[src/rtl/scpc_defs.svh]
`ifndef SCPC_DEFS_SVH
`define SCPC_DEFS_SVH

// ----------------------------------------------------------------
// Register byte offsets
// ----------------------------------------------------------------
`define SCPC_OFF_MODE    12'h000
`define SCPC_OFF_PIN     12'h004
`define SCPC_OFF_UCTL    12'h008
`define SCPC_OFF_ISTAT   12'h00C
`define SCPC_OFF_ICLR    12'h010
`define SCPC_OFF_IEN     12'h014

// ----------------------------------------------------------------
// Field positions
// ----------------------------------------------------------------
`define SCPC_B_ENABLE    0
`define SCPC_B_EIO       7
`define SCPC_B_SCK_SEL   3
`define SCPC_B_SCK_LVL   2
`define SCPC_B_TXD_SEL   1
`define SCPC_B_LINE_LVL  0
`define SCPC_B_TE        0
`define SCPC_B_RE        1
`define SCPC_B_CKE_LO    2
`define SCPC_B_CKE_HI    3
`define SCPC_B_COMM      4
`define SCPC_B_RIE       5
`define SCPC_B_I_FULL    0
`define SCPC_B_I_ERR     1

// ----------------------------------------------------------------
// Reset values and bus codes
// ----------------------------------------------------------------
`define SCPC_RST_PIN     5'h00
`define SCPC_RST_UCTL    6'h00
`define SCPC_RST_IRQ     2'h0
`define SCPC_ZERO32      32'h00000000
`define SCPC_RESP_OKAY   2'h0
`define SCPC_RESP_SLVERR 2'h2

`endif

[src/rtl/scpc_pkg.sv]
package scpc_pkg;

  // ----------------------------------------------------------------
  // Pin control fields that software writes
  // ----------------------------------------------------------------
  typedef struct packed {
    logic error_irq_only;
    logic clk_pin_drive_sel;
    logic clk_pin_level;
    logic txd_pin_drive_sel;
    logic line_pin_level;
  } scpc_pin_ctrl_t;

  // ----------------------------------------------------------------
  // Unit control bits shared with the serial core
  // ----------------------------------------------------------------
  typedef struct packed {
    logic receive_irq_enable;
    logic comm_mode;
    logic clock_source_sel_hi;
    logic clock_source_sel_lo;
    logic rx_enable_bit;
    logic tx_enable_bit;
  } scpc_unit_ctrl_t;

  // ----------------------------------------------------------------
  // Register select
  // ----------------------------------------------------------------
  typedef enum logic [2:0] {
    scpc_r_none  = 3'b000,
    scpc_r_mode  = 3'b001,
    scpc_r_pin   = 3'b010,
    scpc_r_uctl  = 3'b011,
    scpc_r_istat = 3'b100,
    scpc_r_iclr  = 3'b101,
    scpc_r_ien   = 3'b110
  } scpc_reg_t;

endpackage : scpc_pkg

[src/rtl/scpc_port_ctrl.sv]
// Design decisions made here: the AXI4-Lite slave port and the address map.
`timescale 1ns/100ps
// Operation
// - While the enable bit is 0, every register bit except that enable bit is blocked.
// - In standby the transmit and clock pins float and the receive pin is ignored.
// - Entering standby keeps all register values for when the interface is enabled again.
// - Setting the enable bit to 1 opens the registers and makes the pins operational.
// - With error-only set and receive interrupts enabled, only the error interrupt rises.
// - With error-only clear and receive interrupts enabled, both interrupts may rise.
// - With clock drive selected and clock sources and mode cleared, the clock pin shows the bit.
// - Reading the clock level bit returns the real clock pin level.
// - With transmit drive selected and both enables clear, the transmit pin shows the bit.
// - Reading the line level bit returns the current receive pin level.
// - Reserved pin control bits 15 to 8 and 6 to 4 read zero and ignore writes.
// - Level bits follow the pins after reset, the rest reset to zero; 1 means high.
// - Withdrawing an error flag withdraws the pending error interrupt; here only receive_error_irq drops, the ISTAT error bit and irq stay set.
`include "scpc_defs.svh"

module scpc_port_ctrl
  import scpc_pkg::*;
(
  // Clock, reset, enable
  input  wire logic        aclk,
  input  wire logic        aresetn,
  input  wire logic        ce,
  // AXI4-Lite write
  input  wire logic [11:0] s_axi_awaddr,
  input  wire logic        s_axi_awvalid,
  output      logic        s_axi_awready,
  input  wire logic [31:0] s_axi_wdata,
  input  wire logic [3:0]  s_axi_wstrb,
  input  wire logic        s_axi_wvalid,
  output      logic        s_axi_wready,
  output      logic [1:0]  s_axi_bresp,
  output      logic        s_axi_bvalid,
  input  wire logic        s_axi_bready,
  // AXI4-Lite read
  input  wire logic [11:0] s_axi_araddr,
  input  wire logic        s_axi_arvalid,
  output      logic        s_axi_arready,
  output      logic [31:0] s_axi_rdata,
  output      logic [1:0]  s_axi_rresp,
  output      logic        s_axi_rvalid,
  input  wire logic        s_axi_rready,
  // Card pins
  input  wire logic        sck_i,
  output      logic        sck_o,
  output      logic        sck_oe_n,
  output      logic        txd_o,
  output      logic        txd_oe_n,
  input  wire logic        rxd_i,
  // Serial core side
  input  wire logic        core_sck_o,
  input  wire logic        core_sck_drive,
  input  wire logic        core_txd_o,
  input  wire logic        core_rx_full,
  input  wire logic        core_error,
  output      logic        core_rxd,
  output      logic        core_sck_rise,
  output      logic        core_sck_fall,
  output      logic        iface_enable,
  output scpc_unit_ctrl_t  unit_ctrl,
  // Interrupts
  output      logic        receive_full_irq,
  output      logic        receive_error_irq,
  output      logic        irq
);

  // ----------------------------------------------------------------
  // Address decode
  // ----------------------------------------------------------------
  function automatic scpc_reg_t reg_decode(input logic [11:0] addr);
    if (addr == `SCPC_OFF_MODE)
      reg_decode = scpc_r_mode;
    else if (addr == `SCPC_OFF_PIN)
      reg_decode = scpc_r_pin;
    else if (addr == `SCPC_OFF_UCTL)
      reg_decode = scpc_r_uctl;
    else if (addr == `SCPC_OFF_ISTAT)
      reg_decode = scpc_r_istat;
    else if (addr == `SCPC_OFF_ICLR)
      reg_decode = scpc_r_iclr;
    else if (addr == `SCPC_OFF_IEN)
      reg_decode = scpc_r_ien;
    else
      reg_decode = scpc_r_none;
  endfunction : reg_decode

  // ----------------------------------------------------------------
  // State
  // ----------------------------------------------------------------
  logic            aw_have_q, aw_have_d, w_have_q, w_have_d, awready_q, awready_d;
  logic [11:0]     awaddr_q, awaddr_d;
  logic [31:0]     wdata_q, wdata_d;
  logic            wstrb0_q, wstrb0_d;
  logic            bvalid_q, bvalid_d, rvalid_q, rvalid_d, wready_q, wready_d, arready_q, arready_d;
  logic [1:0]      bresp_q, bresp_d, rresp_q, rresp_d;
  logic [31:0]     rdata_q, rdata_d;
  logic            enable_q, enable_d;
  scpc_pin_ctrl_t  pin_q, pin_d;
  scpc_unit_ctrl_t uctl_q, uctl_d;
  logic [1:0]      istat_q, istat_d, ien_q, ien_d;
  logic            sck_m_q, sck_s_q, sck_p_q, rxd_m_q, rxd_s_q;
  logic            sck_o_q, sck_o_d, sck_oe_n_q, sck_oe_n_d;
  logic            txd_o_q, txd_o_d, txd_oe_n_q, txd_oe_n_d;
  logic            rxd_q, rxd_d, rise_q, rise_d, fall_q, fall_d;
  logic            full_irq_q, full_irq_d, err_irq_q, err_irq_d, irq_q, irq_d;
  logic            wr_fire;
  logic [1:0]      ev;
  scpc_reg_t       wsel, rsel;

  // ----------------------------------------------------------------
  // Next state
  // ----------------------------------------------------------------
  always_comb
  begin
    {aw_have_d, w_have_d, wstrb0_d}        = {aw_have_q, w_have_q, wstrb0_q};
    {awaddr_d, wdata_d, rdata_d}           = {awaddr_q, wdata_q, rdata_q};
    {bvalid_d, rvalid_d, bresp_d, rresp_d} = {bvalid_q, rvalid_q, bresp_q, rresp_q};
    enable_d   = enable_q;
    {pin_d, uctl_d, ien_d}                 = {pin_q, uctl_q, ien_q};
    ev         = `SCPC_RST_IRQ;
    wsel       = reg_decode(awaddr_q);
    rsel       = reg_decode(s_axi_araddr);
    wr_fire    = aw_have_q && w_have_q && !bvalid_q;

    if (s_axi_awvalid && !aw_have_q && !bvalid_q)
    begin
      aw_have_d = 1'b1;
      awaddr_d  = s_axi_awaddr;
    end
    if (s_axi_wvalid && !w_have_q && !bvalid_q)
    begin
      w_have_d = 1'b1;
      wdata_d  = s_axi_wdata;
      wstrb0_d = s_axi_wstrb[0];
    end
    if (bvalid_q && s_axi_bready)
      bvalid_d = 1'b0;

    // Write: every field sits in byte lane 0
    if (wr_fire)
    begin
      aw_have_d = 1'b0;
      w_have_d  = 1'b0;
      bvalid_d  = 1'b1;
      bresp_d   = (wsel == scpc_r_none) ? `SCPC_RESP_SLVERR : `SCPC_RESP_OKAY;
      if (wstrb0_q)
      begin
        if (wsel == scpc_r_mode)
          enable_d = wdata_q[`SCPC_B_ENABLE];
        else if (!enable_q)
          enable_d = enable_q;
        else if (wsel == scpc_r_pin)
        begin
          pin_d.error_irq_only    = wdata_q[`SCPC_B_EIO];
          pin_d.clk_pin_drive_sel = wdata_q[`SCPC_B_SCK_SEL];
          pin_d.clk_pin_level     = wdata_q[`SCPC_B_SCK_LVL];
          pin_d.txd_pin_drive_sel = wdata_q[`SCPC_B_TXD_SEL];
          pin_d.line_pin_level    = wdata_q[`SCPC_B_LINE_LVL];
        end
        else if (wsel == scpc_r_uctl)
        begin
          uctl_d.tx_enable_bit       = wdata_q[`SCPC_B_TE];
          uctl_d.rx_enable_bit       = wdata_q[`SCPC_B_RE];
          uctl_d.clock_source_sel_lo = wdata_q[`SCPC_B_CKE_LO];
          uctl_d.clock_source_sel_hi = wdata_q[`SCPC_B_CKE_HI];
          uctl_d.comm_mode           = wdata_q[`SCPC_B_COMM];
          uctl_d.receive_irq_enable  = wdata_q[`SCPC_B_RIE];
        end
        else if (wsel == scpc_r_iclr)
          ev = wdata_q[`SCPC_B_I_ERR:`SCPC_B_I_FULL];
        else if (wsel == scpc_r_ien)
          ien_d = wdata_q[`SCPC_B_I_ERR:`SCPC_B_I_FULL];
      end
    end

    // Read: one cycle from address to data
    if (rvalid_q && s_axi_rready)
      rvalid_d = 1'b0;
    if (s_axi_arvalid && !rvalid_q)
    begin
      rvalid_d = 1'b1;
      rdata_d  = `SCPC_ZERO32;
      rresp_d  = (rsel == scpc_r_none) ? `SCPC_RESP_SLVERR : `SCPC_RESP_OKAY;
      if (rsel == scpc_r_mode)
        rdata_d[`SCPC_B_ENABLE] = enable_q;
      // blocked bits read zero in standby
      else if (!enable_q)
        rdata_d = `SCPC_ZERO32;
      else if (rsel == scpc_r_pin)
      begin
        rdata_d[`SCPC_B_EIO]      = pin_q.error_irq_only;
        rdata_d[`SCPC_B_SCK_SEL]  = pin_q.clk_pin_drive_sel;
        rdata_d[`SCPC_B_SCK_LVL]  = sck_s_q;
        rdata_d[`SCPC_B_TXD_SEL]  = pin_q.txd_pin_drive_sel;
        rdata_d[`SCPC_B_LINE_LVL] = rxd_s_q;
      end
      else if (rsel == scpc_r_uctl)
      begin
        rdata_d[`SCPC_B_TE]     = uctl_q.tx_enable_bit;
        rdata_d[`SCPC_B_RE]     = uctl_q.rx_enable_bit;
        rdata_d[`SCPC_B_CKE_LO] = uctl_q.clock_source_sel_lo;
        rdata_d[`SCPC_B_CKE_HI] = uctl_q.clock_source_sel_hi;
        rdata_d[`SCPC_B_COMM]   = uctl_q.comm_mode;
        rdata_d[`SCPC_B_RIE]    = uctl_q.receive_irq_enable;
      end
      else if (rsel == scpc_r_istat)
        rdata_d[`SCPC_B_I_ERR:`SCPC_B_I_FULL] = istat_q;
      else if (rsel == scpc_r_ien)
        rdata_d[`SCPC_B_I_ERR:`SCPC_B_I_FULL] = ien_q;
    end
    // Ready only while the slot is empty, so a held item is never overwritten
    awready_d = !aw_have_d && !bvalid_d;
    wready_d  = !w_have_d && !bvalid_d;
    arready_d = !rvalid_d;

    // Pins
    sck_o_d    = 1'b0;
    sck_oe_n_d = 1'b1;
    txd_o_d    = 1'b0;
    txd_oe_n_d = 1'b1;
    rxd_d      = 1'b1;
    // pins float and receive held idle in standby
    if (enable_q)
    begin
      rxd_d = rxd_s_q;
      if (pin_q.clk_pin_drive_sel && !uctl_q.comm_mode &&
          !uctl_q.clock_source_sel_hi && !uctl_q.clock_source_sel_lo)
      begin
        sck_o_d    = pin_q.clk_pin_level;
        sck_oe_n_d = 1'b0;
      end
      else if (core_sck_drive)
      begin
        sck_o_d    = core_sck_o;
        sck_oe_n_d = 1'b0;
      end
      if (pin_q.txd_pin_drive_sel && !uctl_q.tx_enable_bit && !uctl_q.rx_enable_bit)
      begin
        txd_o_d    = pin_q.line_pin_level;
        txd_oe_n_d = 1'b0;
      end
      else if (uctl_q.tx_enable_bit)
      begin
        txd_o_d    = core_txd_o;
        txd_oe_n_d = 1'b0;
      end
    end
    rise_d = sck_s_q && !sck_p_q;
    fall_d = !sck_s_q && sck_p_q;

    // both requests when error only is clear
    full_irq_d = enable_q && uctl_q.receive_irq_enable && !pin_q.error_irq_only &&
                 core_rx_full;
    err_irq_d  = enable_q && uctl_q.receive_irq_enable && core_error;
    // Set beats a same-cycle clear so no event is lost
    istat_d = (istat_q & ~ev) | {err_irq_d && !err_irq_q, full_irq_d && !full_irq_q};
    irq_d   = |(istat_q & ien_q);
  end

  // ----------------------------------------------------------------
  // Registers
  // ----------------------------------------------------------------
  always_ff @(posedge aclk)
  begin
    if (!aresetn)
    begin
      {aw_have_q, w_have_q, wstrb0_q, bvalid_q, rvalid_q, enable_q} <= '0;
      {sck_m_q, sck_s_q, sck_p_q, sck_o_q, txd_o_q, rise_q, fall_q} <= '0;
      {full_irq_q, err_irq_q, irq_q} <= '0;
      {rxd_m_q, rxd_s_q, rxd_q, sck_oe_n_q, txd_oe_n_q} <= '1;
      {awready_q, wready_q, arready_q} <= '1;
      awaddr_q   <= `SCPC_OFF_MODE;
      wdata_q    <= `SCPC_ZERO32;
      rdata_q    <= `SCPC_ZERO32;
      bresp_q    <= `SCPC_RESP_OKAY;
      rresp_q    <= `SCPC_RESP_OKAY;
      // level bits read the pins, stored bits clear
      pin_q      <= `SCPC_RST_PIN;
      uctl_q     <= `SCPC_RST_UCTL;
      istat_q    <= `SCPC_RST_IRQ;
      ien_q      <= `SCPC_RST_IRQ;
    end
    else if (ce)
    begin
      {aw_have_q, w_have_q, wstrb0_q} <= {aw_have_d, w_have_d, wstrb0_d};
      {bvalid_q, rvalid_q, bresp_q, rresp_q} <= {bvalid_d, rvalid_d, bresp_d, rresp_d};
      {awready_q, wready_q, arready_q} <= {awready_d, wready_d, arready_d};
      {awaddr_q, wdata_q, rdata_q} <= {awaddr_d, wdata_d, rdata_d};
      enable_q   <= enable_d;
      {pin_q, uctl_q, istat_q, ien_q} <= {pin_d, uctl_d, istat_d, ien_d};
      {sck_m_q, sck_s_q, sck_p_q} <= {sck_i, sck_m_q, sck_s_q};
      {rxd_m_q, rxd_s_q} <= {rxd_i, rxd_m_q};
      {sck_o_q, sck_oe_n_q, txd_o_q, txd_oe_n_q} <= {sck_o_d, sck_oe_n_d, txd_o_d, txd_oe_n_d};
      {rxd_q, rise_q, fall_q} <= {rxd_d, rise_d, fall_d};
      {full_irq_q, err_irq_q, irq_q} <= {full_irq_d, err_irq_d, irq_d};
    end
  end

  // ----------------------------------------------------------------
  // Outputs
  // ----------------------------------------------------------------
  assign s_axi_awready     = awready_q;
  assign s_axi_wready      = wready_q;
  assign s_axi_arready     = arready_q;
  assign s_axi_bvalid      = bvalid_q;
  assign s_axi_bresp       = bresp_q;
  assign s_axi_rvalid      = rvalid_q;
  assign s_axi_rresp       = rresp_q;
  assign s_axi_rdata       = rdata_q;
  assign sck_o             = sck_o_q;
  assign sck_oe_n          = sck_oe_n_q;
  assign txd_o             = txd_o_q;
  assign txd_oe_n          = txd_oe_n_q;
  assign core_rxd          = rxd_q;
  assign core_sck_rise     = rise_q;
  assign core_sck_fall     = fall_q;
  assign iface_enable      = enable_q;
  assign unit_ctrl         = uctl_q;
  assign receive_full_irq  = full_irq_q;
  assign receive_error_irq = err_irq_q;
  assign irq               = irq_q;

endmodule : scpc_port_ctrl

[config.mk]
export PLATFORM = sky130hd
export DESIGN_NAME = scpc_port_ctrl
export DESIGN_NICKNAME = d
export VERILOG_FILES = /design/src/rtl/scpc_pkg.sv /design/src/rtl/scpc_port_ctrl.sv
export VERILOG_INCLUDE_DIRS = /design/src /design/src/rtl
export SDC_FILE = /design/constraint.sdc
export NUM_CORES = 1
export LEC_CHECK = 0
export ABC_AREA = 1
export BUFFER_PORTS_ARGS = -buffer_cell sky130_fd_sc_hd__buf_2
export CAP_MARGIN = 20
export CELL_PAD_IN_SITES_DETAIL_PLACEMENT = 1
export CELL_PAD_IN_SITES_GLOBAL_PLACEMENT = 1
export CORE_ASPECT_RATIO = 1.25
export CORE_UTILIZATION = 34
export CTS_CLUSTER_DIAMETER = 60
export DETAILED_ROUTE_END_ITERATION = 8
export PLACE_DENSITY_LB_ADDON = 0.1
export SYNTH_ARGS = -nofsm -noshare
export SYNTH_HDL_FRONTEND = slang
export SYNTH_SLANG_ARGS = --single-unit
[constraint.sdc]
create_clock -name aclk -period 1.9 [get_ports aclk]
set_clock_uncertainty 0.15 [all_clocks]
set_input_delay 0.285 -clock aclk [delete_from_list [all_inputs] [get_ports aclk]]
set_output_delay 0.285 -clock aclk [all_outputs]
set_load 0.1 [all_outputs]
After elaboration in Yosys (flattened, before gate mapping)
Index checks and enable logic that the tools add are counted.

word-level totals
  input port bits = 75
  register bits after elaboration = 95
  output and inout port bits = 58

operators by class
  eq/ne operators = 20
  bitwise operators = 8
  muxes and demuxes = 53
  reductions and logical operators = 55

operator list
  cell                                                                     number
  12-bit by 4-bit equality test with 1-bit output (second input constant)  4
  12-bit by 5-bit equality test with 1-bit output (second input constant)  4
  3-bit two-way mux                                                        12
  2-bit two-way mux                                                        13
  12-bit by 3-bit equality test with 1-bit output (second input constant)  2
  1-bit logical AND                                                        24
  12-bit zero test                                                         2
  1-bit two-way mux                                                        24
  1-bit zero test                                                          18
  3-bit by 2-bit equality test with 1-bit output (second input constant)   4
  3-bit equality test (second input constant)                              4
  9-bit AND reduction                                                      1
  4-bit two-way mux                                                        2
  2-bit AND reduction                                                      4
  7-bit two-way mux                                                        1
  7-bit AND reduction                                                      1
  3-bit by 1-bit equality test with 1-bit output (second input constant)   2
  3-bit zero test                                                          2
  6-bit two-way mux                                                        1
  6-bit AND reduction                                                      1
  2-bit AND                                                                2
  1-bit NOT                                                                4
  4-bit AND reduction                                                      1
  2-bit NOT                                                                1
  other kinds (2)                                                          2

Logic depth before layout (Yosys ltp)
  word-level depth = 18
  mapped depth = 11
  depth with buffers taken out = 10

Worst setup path before layout
No wires, ideal clock.

  path type = reg2reg
  start point = register enable_q (netlist: iface_enable)
  end point = register pin_q[0] (netlist name)
  stages on the path, launching flop included = 7
  library setup time = 0.079 ns
  setup slack = -0.134 ns
  clock period less this slack = 2.034 ns
  required time = 1.671 ns
  path buffers = 0
  arrival time = 1.804 ns
  cells stage by stage = dfxtp_1 nand2_4 nor2_4 inv_2 nor2_8 nor2_1 a211oi_2

between the ends
  cells in the longest elaborated chain, start to end = 1

RTL lines
  element                        RTL line               text
  from (decl)                    scpc_port_ctrl.sv:99   logic enable_q, enable_d;
  from (signal assigned)         scpc_port_ctrl.sv:291  enable_q <= enable_d;
  6-bit AND reduction (no line)  -
  to (signal assigned)           scpc_port_ctrl.sv:280  pin_q <= `SCPC_RST_PIN;
  to (signal assigned)           scpc_port_ctrl.sv:292  {pin_q, uctl_q, istat_q, ien_q} <= {pin_d, uctl_d, istat_d, ien_d};
  to (decl)                      scpc_port_ctrl.sv:100  scpc_pin_ctrl_t pin_q, pin_d;

No other way between the ends.
A chain may end at the register's enable or synchronous reset.

Final worst setup path
  start point = register uctl_q, in the netlist unit_ctrl[5]
  end point = output unit_ctrl[5] (netlist name)

RTL lines
  element                 RTL line               text
  from (decl)             scpc_port_ctrl.sv:101  scpc_unit_ctrl_t uctl_q, uctl_d;
  from (signal assigned)  scpc_port_ctrl.sv:281  uctl_q <= `SCPC_RST_UCTL;
  from (signal assigned)  scpc_port_ctrl.sv:292
  to (decl)               scpc_port_ctrl.sv:62   output scpc_unit_ctrl_t unit_ctrl,

No word-level cell between the ends.

==> impl_results.md <==
* Status: finished clean
* Placed cell count at approximately 620
* GRT met2 Usage at 0.316
* CP Data Required Time at around 1500 ps
* Final setup viols at 0
* Buffers from clock root to sink, at most at 2
* Busiest layer in global routing: met2
* Crit-path leading delay family: buffers and inverters
* RSZ-0062 raised after global routing: no
* CP peak stage delay at between 400 and 500 ps
* Fin. Hold Viols at 0
* Setup Total Neg Slack at 0 ps
* Peak supply drop at roughly 0.00046 V
* Later-pin clock latency in the skew report at ~330 ps
* Rows at 39
* Placed instance area at around 3700 um2
* Synthesis Warnings at 0
* Top post-synthesis cells by area: dfxtp_1 41%, nand2_1 7.7%, a21oi_1 7.2%
* Max Cap Viol at 0
* Ant diodes at 0
* Lkg Pwr at 0.00184 uW
* R2R Path End: istat_q[0]
* Synth cell count leaders: 67 x dfxtp_1, 67 x nand2_1, 47 x a21oi_1, 45 x inv_1, 36 x nand3_1
* Syn_area_per_cell at 7.57 um2
* GP Congestion at 0.846
* Antenna Nets Post-Route at 0
* Largest area contributor in the netlist: dfxtp_1
* Vias in the first global route at approximately 2.9k
* Crit path kind: register to output port
* Crit Path Max Fanout at 4
* Layout area overhead at 22.8%
* Share of flip-flops with an asynchronous set or reset at 0
* Slowest-stage cell, CP: buf_2
* CP Capture Type: output port
* Sequential share of the synthesized area at 0.411
* CP Depth at 1
* # DRC at 0
* Crit path arrival time at approximately 1300 ps
* Synthesized area at 3260 um2
* Final net count at 587
* Chip width at 89.6 um
* Worst setup path endpoint: unit_ctrl[5]
* Power density over cell area at 951 nW/um2
* Distinct cells, synth at 39
* Die Y at about 110 um
* Seq cells post-synth at 67
* Post-CTS setup buffer count at 0
* Iteration count of the initial detailed-routing pass at 4
* Pin count of the biggest net entering global routing at 30
* Synth Instances at 431
* Total track usage at 0.178
* Routed vias at slightly below 3k
* Clock transition at the registers of the reported paths at 60 ps
* Post-cts resize count at 0
* Final Critical Period at around 1700 ps
* Met1 Usage GRT at 0.204
* R2r setup slk at 340 ps
* Initial Util at 0.354
* CTS Root Cell: clkbuf_16
* Wire per inst at ~13 um
* Port bufs at 77
* DRT iter0 DRCs at about 120
* Layout cells sized above 1 at 0.269
* Total CTS buffers at 9
* Antenna violations before repair at 0
* R2R depth at 8
* Std-Cell Core Area at between 9000 and 10000 um2
* Post-synth EDFFs at 0
* R2R Path Start: awaddr_q[6]
* Post-CTS Hold Buffers at 0
* GRT Residual Overflow at 0
* Bufs and invs on worst path at 1
* Worst setup SP type: register
* DPL Wire Length at 6.32 mm
* Cell Chain, Critical Path: buf_2
* Peak Freq at roughly 590 MHz
* Critical path origin: unit_ctrl[5]
* I/O pin count at about 130
* H-tree Lvls at 3
* DIE AREA at ~10000 um2
* Predominant post-synthesis flop cell: dfxtp_1
* Final worst-path cycle share at 0.885
* First-pass GRT wire length at approximately 14 mm
* Vias/cell at 4.66
* TritonCTS clock tree: yes
* Top cell type's share of synthesized area at 0.411
* Met3 GRT Util at 0.0245
* Non-filler cells, final at 640
* Slew Limit Fails at 0
* Hold path startpoint: sck_i
* HP Class: primary input to register
* Final instance area at roughly 4000 um2
* Clk sinks at 67
* Routed WL at 8.13 mm
* Total power draw at 3810 uW
* Final core area utilization at 0.434
==> how the worst min path moves through the flow <==
stage	end	slack [ps]	depth (start not counted)
2_1_floorplan	rxd_m_q	260	2
3_3_place_gp	rxd_m_q	290	2
3_5_place_dp	rxd_m_q	300	2
4_1_cts	sck_m_q	30	3
5_1_grt	sck_m_q	50	3
6_report	sck_m_q	30	3
==> metrics by stage <==
step / setup slack [ps] / hold WS (ps)
2_1_floorplan: 47.2 / 261
3_3_place_gp: 283 / 289
3_5_place_dp: 254 / 299
4_1_cts: 169 / 25.6
5_1_grt: 156 / 48.1
6_report: 218 / 33.0
==> power breakdown <==
part	switching [uW]	leakage [uW]	internal [uW]
combinational	534	0.00114	133
sequential	35.0	0.000548	1460
clock	599	0.000145	1040
==> state kept, by name (all words and copies together) (netlist names), 2 cells and up <==
register	cells
awaddr_q	12
ien_q	2
istat_q	2
pin_q	5
s_axi_rdata	7
unit_ctrl	6
wdata_q	7
==> cell type report <==
class                      instances  area (um2)
clock buffer                      11         243
multi-input combinational        297        1560
inverter                          52         195
fill                            1201        5220
timing repair buffer              85         458
clock inverter                     5        52.6
sequential                        67        1350
tap                              123         154
==> cell usage in the layout, fill, tap and decap left out, types with 9 or more instances in the layout <==
| master | n |
|---|---|
| a21oi_1 | 47 |
| buf_2 | 77 |
| clkbuf_16 | 9 |
| conb_1 | 27 |
| dfxtp_1 | 64 |
| inv_1 | 45 |
| nand2_1 | 67 |
| nand3_1 | 36 |
| nor2_1 | 35 |
| o21ai_0 | 35 |
==> worst register-to-register path, cell delays in order (launching register included) <==
cell	delay (ps)
dfxtp_1	310
nor2_1	130
nand2_2	120
nor3_2	240
inv_1	80
nor2_1	160
nand3_1	130
nand2_1	80
a21oi_1	50
==> metal layers <==
| metal | part of all wire | routed length, um |
|---|---|---|
| met1 | 0.41 | 3320 |
| met2 | 0.54 | 4370 |
| met3 | 0.031 | 248 |
| met4 | 0.024 | 193 |
| met5 | 0 | 0 |
==> cell families (layout without fill, tap and decap cells) <==
family / count (synthesis) / after routing / synth area share
simple gates: 170 / 170 / 0.271
flops: 67 / 67 / 0.411
buf+inv: 93 / 153 / 0.141
compound gates: 100 / 100 / 0.175
other cells: 1 / 27 / 0.00115
No activity file was read; power rests on OpenSTA's default activity.
